### src/inc/rcs_regs.svh
`ifndef RCS_REGS_SVH
`define RCS_REGS_SVH

// byte addresses on the register bus
`define RCS_ADDR_VDET 12'hd0c
`define RCS_ADDR_RCTL 12'hf00
`define RCS_ADDR_P2SEL 12'hf04
`define RCS_ADDR_COMBO 12'hf08
`define RCS_ADDR_P3SEL 12'hf0c
`define RCS_ADDR_ROUTE 12'hf10
`define RCS_ADDR_IRQST 12'hf14
`define RCS_ADDR_IRQMSK 12'hf18

// reset values
`define RCS_RST_RCTL 8'h20
`define RCS_RST_COMBO 8'h00
`define RCS_VDET_FILL 5'h1f

// field positions
`define RCS_VD_EN 0
`define RCS_VD_LV 1
`define RCS_VD_HV 2
`define RCS_VD_FILL_LO 3
`define RCS_VD_FILL_HI 7
`define RCS_RC_STOP 7
`define RCS_RC_PRESC 0
`define RCS_RC_DELAY 5
`define RCS_RC_LEVEL 6
`define RCS_RC_SRC_HI 4
`define RCS_RC_SRC_LO 2
`define RCS_CB_SEL_HI 3
`define RCS_CB_SEL_LO 1
`define RCS_CB_LEVEL 4
`define RCS_RT_VALID 0
`define RCS_RT_ONWR 1
`define RCS_RT_EN 4
`define RCS_IRQ_LV 0
`define RCS_IRQ_WAKE 1

// primary source codes
`define RCS_SRC_P31 3'h2
`define RCS_SRC_P32 3'h3
`define RCS_SRC_P33 3'h4
`define RCS_SRC_P27 3'h5
`define RCS_SRC_NORA 3'h6
`define RCS_SRC_NORB 3'h7

// restart addresses
`define RCS_RESTART_ADDR 12'h00c
`define RCS_POR_ADDR 12'h000

// timing
`define RCS_CLK_NS 50
`define RCS_STARTUP_DELAY_TIMER_NS 5000000
`define RCS_TMR_W 20

`endif

### src/inc/rcs_pkg.sv
package rcs_pkg;

  typedef enum logic [2:0] {
    RCS_HOLD,
    RCS_TIMING,
    RCS_RUN,
    RCS_HALT,
    RCS_STOP
  } rcs_state_t;

  typedef struct packed {
    logic psel;
    logic penable;
    logic pwrite;
    logic [11:0] paddr;
    logic [31:0] pwdata;
  } rcs_apb_req_t;

  typedef struct packed {
    logic [31:0] prdata;
    logic pready;
    logic pslverr;
  } rcs_apb_rsp_t;

endpackage : rcs_pkg

### src/rcs_sequencer.sv
// Operation
// - stop flag reads 0 after full resets, set to 1 by stop recovery
// - full resets default everything; recovery keeps a designated subset of bits
// - reset held while brown-out active, then full power-on sequence
// - voltage-detect bit 0 enables continuous flag updates from comparators
// - voltage-detect bit 2 reads 1 only while supply above high threshold
// - voltage-detect bit 1 reads 1 only while supply below low threshold
// - low flag latches low-voltage interrupt until cleared; mask gates service
// - voltage-detect bits 7..3 read ones, writes ignored
// - detection inactive in stop; software disables it before stop
// - halt stops only the cpu clock; oscillator and interrupts keep running
// - halt ends when an enabled interrupt is taken
// - stop turns off internal clock and oscillator
// - stop ends only by reset or recovery; restart at fixed address
// - route enable sends recovery events to wake interrupt and port 3 bit 3
// - primary selector picks port 3 pin, port 2 pin 7 or port 2 combination at a level
// - per-pin change detectors on port 2 and port 3 against latched value
// - secondary selector picks one of seven pin combinations at a level
// - routing register reports latch valid and read-or-write capture
// - any configured wake source active raises a recovery event
// - startup timer runs after power-on, brown-out, delayed recovery, watchdog
// - clock prescaler disabled by power-on reset and stop recovery
`timescale 1ns/1ps
`include "rcs_regs.svh"

module rcs_sequencer #(
  parameter int unsigned STARTUP_CYCLES = `RCS_STARTUP_DELAY_TIMER_NS / `RCS_CLK_NS
) (
  input wire logic core_clk,
  input wire logic nrst,
  input wire rcs_pkg::rcs_apb_req_t apbReq,
  output rcs_pkg::rcs_apb_rsp_t apbRsp,
  input wire logic porReq,
  input wire logic brownOut,
  input wire logic wdtTimeout,
  input wire logic lvCompare,
  input wire logic hvCompare,
  input wire logic haltReq,
  input wire logic stopReq,
  input wire logic irqPending,
  input wire logic [7:0] port2In,
  input wire logic [3:0] port3In,
  input wire logic [7:0] port2IsOutput,
  input wire logic [3:0] port3IsOutput,
  input wire logic port2Rd,
  input wire logic port2Wr,
  input wire logic [7:0] port2WrData,
  input wire logic port3Rd,
  input wire logic port3Wr,
  input wire logic [3:0] port3WrData,
  output logic sysRstN,
  output logic cpuClkEn,
  output logic oscEn,
  output logic prescaleEn,
  output logic [11:0] restartAddr,
  output logic lowVoltageIrq,
  output logic wakeIrq,
  output logic port3Bit3Low
);
  import rcs_pkg::*;

  typedef struct packed {
    rcs_state_t st;
    logic [`RCS_TMR_W-1:0] tmr;
    logic vdEn;
    logic lvFlag;
    logic hvFlag;
    logic lvPend;
    logic maskLv;
    logic maskWake;
    logic stopFlag;
    logic [7:0] rctl;
    logic [7:0] p2Sel;
    logic [7:0] combo;
    logic [3:0] p3Sel;
    logic routeEn;
    logic latValid;
    logic latOnWr;
    logic [7:0] lat2;
    logic [3:0] lat3;
    logic wakePrev;
    logic sysRstN;
    logic cpuClkEn;
    logic oscEn;
    logic prescEn;
    logic [11:0] rstAddr;
    logic lvIrq;
    logic wakeIrq;
    logic p3b3Low;
    logic [31:0] prdata;
    logic pready;
    logic pslverr;
  } rcs_state_reg_t;

  localparam logic [`RCS_TMR_W-1:0] TMR_LOAD = `RCS_TMR_W'(STARTUP_CYCLES - 1);

  rcs_state_reg_t s_q;
  rcs_state_reg_t s_d;

  function automatic rcs_state_reg_t fullDefault();
    rcs_state_reg_t r;
    r = '0;
    r.st = RCS_TIMING;
    r.tmr = TMR_LOAD;
    r.rctl = `RCS_RST_RCTL;
    r.combo = `RCS_RST_COMBO;
    r.oscEn = 1'b1;
    r.rstAddr = `RCS_POR_ADDR;
    return r;
  endfunction : fullDefault

  // secondary combinations of the usable pins; code 0 selects nothing
  function automatic logic comboLogic(input logic [2:0] sel, input logic [7:0] p2,
                                      input logic [3:0] p3);
    logic v;
    v = 1'b0;
    unique case (sel)
      3'h0: v = 1'b0;
      3'h1: v = p3[1] & p2[0];
      3'h2: v = p3[2] & p2[1];
      3'h3: v = p3[3] & p2[2];
      3'h4: v = p3[1] | p3[2] | p3[3];
      3'h5: v = ~(p2[4] | p2[5] | p2[6] | p2[7]);
      3'h6: v = p2[7] & p3[1];
      3'h7: v = ~(p2[0] | p2[1] | p2[2] | p2[3] | p3[1]);
    endcase
    return v;
  endfunction : comboLogic

  // a level source counts only when its pin is usable and meets the programmed level
  function automatic logic levelHit(input logic usable, input logic pin, input logic level);
    return usable & (pin == level);
  endfunction : levelHit

  // pins driven as outputs or watched by a change detector are left out
  logic [7:0] use2;
  logic [3:0] use3;
  logic [7:0] pin2;
  logic [3:0] pin3;
  logic primEvt;
  logic comboEvt;
  logic changeEvt;
  logic wakeEvt;
  logic apbAcc;
  logic apbHit;
  logic apbFirst;
  logic [31:0] rdMux;
  logic [7:0] wdat;

  always_comb
  begin
    use2 = ~port2IsOutput & ~s_q.p2Sel;
    use3 = ~port3IsOutput & ~s_q.p3Sel;
    pin2 = port2In & use2;
    pin3 = port3In & use3;
    primEvt = 1'b0;
    unique case (s_q.rctl[`RCS_RC_SRC_HI:`RCS_RC_SRC_LO])
      `RCS_SRC_P31: primEvt = levelHit(use3[1], port3In[1], s_q.rctl[`RCS_RC_LEVEL]);
      `RCS_SRC_P32: primEvt = levelHit(use3[2], port3In[2], s_q.rctl[`RCS_RC_LEVEL]);
      `RCS_SRC_P33: primEvt = levelHit(use3[3], port3In[3], s_q.rctl[`RCS_RC_LEVEL]);
      `RCS_SRC_P27: primEvt = levelHit(use2[7], port2In[7], s_q.rctl[`RCS_RC_LEVEL]);
      `RCS_SRC_NORA, `RCS_SRC_NORB:
        primEvt = levelHit(1'b1, ~(|pin2[3:0]), s_q.rctl[`RCS_RC_LEVEL]);
      default: primEvt = 1'b0;
    endcase
    comboEvt = (s_q.combo[`RCS_CB_SEL_HI:`RCS_CB_SEL_LO] != 3'h0)
      && (comboLogic(s_q.combo[`RCS_CB_SEL_HI:`RCS_CB_SEL_LO], pin2, pin3)
      == s_q.combo[`RCS_CB_LEVEL]);
    changeEvt = s_q.latValid
      & (|((port2In ^ s_q.lat2) & s_q.p2Sel) | |((port3In ^ s_q.lat3) & s_q.p3Sel));
    wakeEvt = primEvt | comboEvt | changeEvt;
  end

  always_comb
  begin
    apbAcc = apbReq.psel & apbReq.penable;
    // only the first access cycle answers, giving exactly one wait state
    apbFirst = apbAcc & ~s_q.pready;
    wdat = apbReq.pwdata[7:0];
    apbHit = 1'b1;
    rdMux = '0;
    unique case (apbReq.paddr)
      `RCS_ADDR_VDET:
      begin
        rdMux[`RCS_VD_FILL_HI:`RCS_VD_FILL_LO] = `RCS_VDET_FILL;
        rdMux[`RCS_VD_HV] = s_q.hvFlag;
        rdMux[`RCS_VD_LV] = s_q.lvFlag;
        rdMux[`RCS_VD_EN] = s_q.vdEn;
      end
      `RCS_ADDR_RCTL:
      begin
        rdMux[7:0] = s_q.rctl;
        rdMux[`RCS_RC_STOP] = s_q.stopFlag;
      end
      `RCS_ADDR_P2SEL: rdMux[7:0] = s_q.p2Sel;
      `RCS_ADDR_COMBO: rdMux[7:0] = s_q.combo;
      `RCS_ADDR_P3SEL: rdMux[3:0] = s_q.p3Sel;
      `RCS_ADDR_ROUTE:
      begin
        rdMux[`RCS_RT_EN] = s_q.routeEn;
        rdMux[`RCS_RT_ONWR] = s_q.latOnWr;
        rdMux[`RCS_RT_VALID] = s_q.latValid;
      end
      `RCS_ADDR_IRQST: rdMux[`RCS_IRQ_LV] = s_q.lvPend;
      `RCS_ADDR_IRQMSK:
      begin
        rdMux[`RCS_IRQ_LV] = s_q.maskLv;
        rdMux[`RCS_IRQ_WAKE] = s_q.maskWake;
      end
      default: apbHit = 1'b0;
    endcase
  end

  always_comb
  begin
    s_d = s_q;
    s_d.pready = apbFirst;
    s_d.prdata = apbFirst ? rdMux : '0;
    s_d.pslverr = apbFirst & ~apbHit;
    // writes land on the edge that completes the access
    if (apbAcc && s_q.pready && apbReq.pwrite && apbHit)
    begin
      unique case (apbReq.paddr)
        `RCS_ADDR_VDET: s_d.vdEn = wdat[`RCS_VD_EN];
        `RCS_ADDR_RCTL:
        begin
          // stop flag lives apart; the stored copy keeps it and the unused bit at zero
          s_d.rctl = '0;
          s_d.rctl[`RCS_RC_LEVEL] = wdat[`RCS_RC_LEVEL];
          s_d.rctl[`RCS_RC_DELAY] = wdat[`RCS_RC_DELAY];
          s_d.rctl[`RCS_RC_SRC_HI:`RCS_RC_SRC_LO] = wdat[`RCS_RC_SRC_HI:`RCS_RC_SRC_LO];
          s_d.rctl[`RCS_RC_PRESC] = wdat[`RCS_RC_PRESC];
        end
        `RCS_ADDR_P2SEL: s_d.p2Sel = wdat;
        `RCS_ADDR_COMBO:
        begin
          s_d.combo = '0;
          s_d.combo[`RCS_CB_LEVEL] = wdat[`RCS_CB_LEVEL];
          s_d.combo[`RCS_CB_SEL_HI:`RCS_CB_SEL_LO] = wdat[`RCS_CB_SEL_HI:`RCS_CB_SEL_LO];
        end
        `RCS_ADDR_P3SEL: s_d.p3Sel = wdat[3:0];
        `RCS_ADDR_ROUTE: s_d.routeEn = wdat[`RCS_RT_EN];
        `RCS_ADDR_IRQST: s_d.lvPend = s_q.lvPend & ~wdat[`RCS_IRQ_LV];
        `RCS_ADDR_IRQMSK:
        begin
          s_d.maskLv = wdat[`RCS_IRQ_LV];
          s_d.maskWake = wdat[`RCS_IRQ_WAKE];
        end
        default: s_d = s_d;
      endcase
    end
    // change detectors follow the latest port access
    if (port2Rd | port3Rd | port2Wr | port3Wr)
    begin
      s_d.latValid = 1'b1;
      s_d.latOnWr = port2Wr | port3Wr;
    end
    if (port2Rd)
      s_d.lat2 = port2In;
    if (port2Wr)
      s_d.lat2 = port2WrData;
    if (port3Rd)
      s_d.lat3 = port3In;
    if (port3Wr)
      s_d.lat3 = port3WrData;
    // comparators sampled continuously, but never in stop
    if (s_q.vdEn && s_q.st != RCS_STOP)
    begin
      s_d.hvFlag = hvCompare;
      s_d.lvFlag = lvCompare;
    end
    else
    begin
      s_d.hvFlag = 1'b0;
      s_d.lvFlag = 1'b0;
    end
    // hardware set wins over a software clear in the same cycle
    if (s_q.vdEn && s_q.lvFlag && s_q.st != RCS_STOP)
      s_d.lvPend = 1'b1;
    s_d.lvIrq = s_d.lvPend & s_q.maskLv;
    s_d.wakePrev = wakeEvt;
    s_d.wakeIrq = s_q.routeEn & wakeEvt & ~s_q.wakePrev;
    s_d.p3b3Low = s_q.routeEn & wakeEvt;
    s_d.prescEn = s_q.rctl[`RCS_RC_PRESC];
    unique case (s_q.st)
      RCS_HOLD:
      begin
        s_d.sysRstN = 1'b0;
        s_d.tmr = TMR_LOAD;
        if (!brownOut && !porReq)
          s_d.st = RCS_TIMING;
      end
      RCS_TIMING:
      begin
        s_d.sysRstN = 1'b0;
        if (s_q.tmr == '0)
        begin
          s_d.st = RCS_RUN;
          s_d.sysRstN = 1'b1;
          s_d.cpuClkEn = 1'b1;
        end
        else
          s_d.tmr = s_q.tmr - 1'b1;
      end
      RCS_RUN:
      begin
        if (stopReq)
        begin
          s_d.st = RCS_STOP;
          s_d.cpuClkEn = 1'b0;
          s_d.oscEn = 1'b0;
          s_d.prescEn = 1'b0;
        end
        else if (haltReq)
        begin
          s_d.st = RCS_HALT;
          s_d.cpuClkEn = 1'b0;
        end
      end
      RCS_HALT:
      begin
        // oscillator and interrupt logic stay up; only the cpu clock is held
        if (irqPending | s_d.lvIrq | (s_q.maskWake & s_d.wakeIrq))
        begin
          s_d.st = RCS_RUN;
          s_d.cpuClkEn = 1'b1;
        end
      end
      RCS_STOP:
      begin
        if (wakeEvt)
        begin
          // recovery reset: defaults except the kept bits
          s_d = fullDefault();
          s_d.stopFlag = 1'b1;
          s_d.rctl[`RCS_RC_SRC_HI:`RCS_RC_SRC_LO] = s_q.rctl[`RCS_RC_SRC_HI:`RCS_RC_SRC_LO];
          s_d.rctl[`RCS_RC_PRESC] = 1'b0;
          s_d.rstAddr = `RCS_RESTART_ADDR;
          s_d.wakePrev = 1'b1;
          if (!s_q.rctl[`RCS_RC_DELAY])
          begin
            // bypass: caller guarantees a stable clock, no settling wait
            s_d.st = RCS_RUN;
            s_d.sysRstN = 1'b1;
            s_d.cpuClkEn = 1'b1;
          end
        end
      end
    endcase
    if (wdtTimeout && s_q.st != RCS_HOLD)
    begin
      s_d = fullDefault();
      if (s_q.st == RCS_STOP)
        s_d.rstAddr = `RCS_RESTART_ADDR;
    end
    if (brownOut || porReq)
    begin
      s_d = fullDefault();
      s_d.st = RCS_HOLD;
    end
  end

  always_ff @(posedge core_clk)
  begin
    if (!nrst)
      s_q <= fullDefault();
    else
      s_q <= s_d;
  end

  assign apbRsp.prdata = s_q.prdata;
  assign apbRsp.pready = s_q.pready;
  assign apbRsp.pslverr = s_q.pslverr;
  assign sysRstN = s_q.sysRstN;
  assign cpuClkEn = s_q.cpuClkEn;
  assign oscEn = s_q.oscEn;
  assign prescaleEn = s_q.prescEn;
  assign restartAddr = s_q.rstAddr;
  assign lowVoltageIrq = s_q.lvIrq;
  assign wakeIrq = s_q.wakeIrq;
  assign port3Bit3Low = s_q.p3b3Low;

endmodule : rcs_sequencer

### config.mk
export PLATFORM = sky130hd
export DESIGN_NAME = rcs_sequencer
export DESIGN_NICKNAME = d
export VERILOG_FILES = /design/src/inc/rcs_pkg.sv /design/src/rcs_sequencer.sv
export VERILOG_INCLUDE_DIRS = /design/src /design/src/inc
export SDC_FILE = /design/constraint.sdc
export NUM_CORES = 1
export LEC_CHECK = 0
export BUFFER_PORTS_ARGS = -buffer_cell sky130_fd_sc_hd__buf_2
export CORE_ASPECT_RATIO = 1.75
export CORE_UTILIZATION = 42
export DETAILED_ROUTE_END_ITERATION = 8
export PLACE_DENSITY = 0.64
export SYNTH_ARGS = -nofsm -noshare
export SYNTH_HDL_FRONTEND = slang
export SYNTH_SLANG_ARGS = --single-unit
### constraint.sdc
create_clock -name core_clk -period 5 [get_ports core_clk]
set_input_delay 1 -clock core_clk [delete_from_list [all_inputs] [get_ports core_clk]]
set_output_delay 1 -clock core_clk [all_outputs]
set_load 0.02 [all_outputs]
==> flow_summary.yaml <==
hold_path:
  hold_class: "register to register"
clock_tree:
  root_buffer: "clkbuf_16"
  cts_resized: 0
  clock_path_buffers: 2
  hold_buffers: 0
  postCtsSetupRepairBufs: 0
  cts_tree: "yes"
  htree_levels: 3
  cts.sinks: 102
  numCtsBuffers: 9
  insertion_delay_ps: 350
  path_clk_slew_ps: 70
drt:
  drc: 0
  vias_per_cell: 5.60
  route.vias.total: 4916
  drt-pass1-iter-count: 5
  routedWlPerCell_um: 16.4
  routed_wl_um: 14400
  drt_iter0_drc: 218
  drt.antenna.violating_nets: 0
  routed.top_layer: "met4"
  m1WireLength_um: 5310
  wl_met3_um: 598
  wl_met2_um: 7820
logic_synthesis:
  async_flop_share_pct: 0
  yosys.area_share.xor_xnor_pct: 3.57
  synth_fa_ha_area_share_pct: 0.223
  syn_avg_cell_area_um2: 8.66
  synth_edf_count: 0
  synth_compound_area_share_pct: 18.4
  ys_warn_count: 0
  synthCells: 647
  syn_area_um2: 5600
  synthMuxAreaShare_pct: 5.90
  synth_top_family_by_area: "simple AND/OR/NAND/NOR gates"
  synth-seq-area-share_pct: 36.5
  yosysUniqueCellTypes: 81
  synth-seq-cells: 102
  synthSimpleGateAreaFrac_pct: 24.0
  dominantRegCellSynth: "dfxtp_1"
sta:
  min_period_ps: 3150
  finalClockSkew_ps: 8.51
  finalSetupTns_ps: 0
  max_freq_mhz: 318
  rsz0062_at_grt: "no"
  final-hold-violation-count: 0
  worstMarginPinSlew_ps: 931
  setup_viol: 0
  final.period_utilization_pct: 63.0
  max-slew-margin-rel_pct: 37.4
  drv_slew: 0
floorplan:
  boundaryPins: 150
  die_x_um: 89.3
  die_h_um: 155
  fp-row-count: 55
  core_area_um2: 12900
  start_util_pct: 43.3
  dieArea_um2: 13800
final_layout:
  final_cells: 878
  n_fill_cell: 1318
  nNetsFinal: 800
  area_delta_synth_final_pct: 10.1
  drive_gt1_share_pct: 21.5
  multiInputGateArea_um2: 3010
  seqCellArea_um2: 2040
  n_antenna_cell: 0
power_and_ir_drop:
  total_power_w: 0.00166
  power.leakage_nw: 2.49
  powerDensity_nw_per_um2: 269
  ir_drop_mv: 0.162
worst_setup_path:
  worstPathRequired_ps: 5220
  startpoint_type: "primary input"
  critPathKind: "primary input to register"
  cp_cell_sequence: "buf_2 -> nor3b_1 -> and3_1 -> a31oi_1 -> o32ai_2 -> mux2i_1 -> a211o_2 -> buf_4 -> nor2_1"
  cpMaxStageDelayCell: "buf_4"
  worstPathMaxFanout: 44
  worstPathArrival_ps: 3370
  max_stage_delay_ps: 510
  end_kind: "register"
grt:
  grt_pass1_vias: 4749
  grt_pass1_wl_um: 23000
  antenna_found_initial: 0
  gr-total-overflow: 0
  grt_max_degree: 45
  grt.total_usage_pct: 21.7
placed_design:
  placed_cells: 862
  place_congestion: 0.904
  io_buffers: 100
  dp_hpwl_um: 11100
run:
  max-cap-violations: 0
outcome:
  status: "complete, no violations"
==> cell usage in the layout, fill, tap and decap left out, types with 4 or more instances in the layout <==
master     netlist  routed
dfxtp_1        102     102
buf_2            8     100
nor2_1          74      74
a21oi_1         47      47
nand2_1         37      37
mux2i_1         33      33
conb_1           1      24
inv_1           22      22
o21ai_0         19      19
nand3_1         16      16
xor2_1          15      15
a31oi_1         14      14
nand3b_1        13      13
nor3_1          12      12
a22oi_1          9       9
nor4_1           9       9
clkbuf_16        0       9
nor3b_1          8       8
nor2_2           8       8
a221oi_1         7       7
xnor2_1          6       6
or3_1            6       6
a21o_1           6       6
a211oi_1         6       6
and4b_1          6       6
o21a_1           5       5
and2_1           4       4
nand4_1          4       4
o41ai_1          4       4
o31ai_1          4       4
==> critical path: cells and delay by family <==
family          cells  cell delay (ps)
simple gates        3              640
mux                 1              280
buf+inv             2              630
compound gates      3              790
==> per-layer routing <==
layer	GRT usage (%)	vias up
met5	0	-
met4	12.4	0
met3	3.63	39
met2	40.7	152
met1	21.5	2344
li1	-	2381
==> Yosys cell counts (4+ instances only) <==
cell,number,area (um2)
a211oi_1,6,45.0
a21o_1,6,45.0
a21oi_1,47,235
a221oi_1,7,61.3
a22oi_1,9,67.6
a31oi_1,14,87.6
and2_1,4,25.0
and4b_1,6,60.1
buf_2,8,40.0
buf_4,48,360
buf_6,5,56.3
clkbuf_1,19,71.3
dfxtp_1,102,2040
inv_1,22,82.6
mux2i_1,33,330
nand2_1,37,139
nand3_1,16,80.1
nand3b_1,13,97.6
nand4_1,4,25.0
nor2_1,74,278
nor2_2,8,50.1
nor3_1,12,60.1
nor3b_1,8,60.1
nor4_1,9,56.3
o21a_1,5,37.5
o21ai_0,19,95.1
o31ai_1,4,30.0
o41ai_1,4,35.0
or3_1,6,37.5
xnor2_1,6,52.6
xor2_1,15,131
==> power breakdown <==
group	switching (W)	internal [W]	total, W
clock network	0.000324	0.000360	0.000684
registers	0.00000612	0.000816	0.000822
logic	0.0000980	0.0000563	0.000154
==> layout make-up <==
class | count | share of cell area [%]
multi-input cells | 464 | 48.8
flip-flops and latches | 102 | 33.1
repair buffers | 103 | 8.48
clock buffers | 10 | 3.88
well taps | 171 | 3.47
inverters | 22 | 1.34
clock inverters | 6 | 0.873
==> kinds of logic after synthesis <==
| family | count (synthesis) |
|---|---|
| buffers and inverters | 104 |
| other | 1 |
| DFF | 102 |
| adders and majority gates | 1 |
| and+or+nand+nor | 234 |
| muxes | 33 |
| AOI/OAI and AO/OA | 150 |
| xor gates and xnor gates | 22 |
==> stage by stage <==
| stage | instance area (um2) | util [%] | hold slack (ps) | worst slack (ps) |
|---|---|---|---|---|
| final | 6170 | 47.7 | 426 | 1850 |
| after global routing | 6170 | 47.7 | 444 | 1690 |
| after CTS | 6170 | 47.7 | 429 | 1830 |
| after detailed placement | 5870 | 45.4 | 417 | 1470 |
| after global placement | 5870 | 45.4 | 412 | 1470 |
| after floorplan | 5690 | - | 391 | 1970 |
==> final timing paths <==
path | start | to | slack [ps] | cells past startpoint
hold reg to reg | restartAddr[1]$_SDFF_PP0_ | restartAddr[1]$_SDFF_PP0_ | 430 | 2
setup reg to reg | s_q[70]$_SDFF_PP0_ | s_q[94]$_SDFF_PP1_ | 2230 | 8
setup / recovery | port2In[7] | s_q[89]$_SDFF_PP0_ | 1850 | 9
hold / removal | restartAddr[1]$_SDFF_PP0_ | restartAddr[1]$_SDFF_PP0_ | 430 | 2
Note: power is estimated with default switching activity, not from simulation.
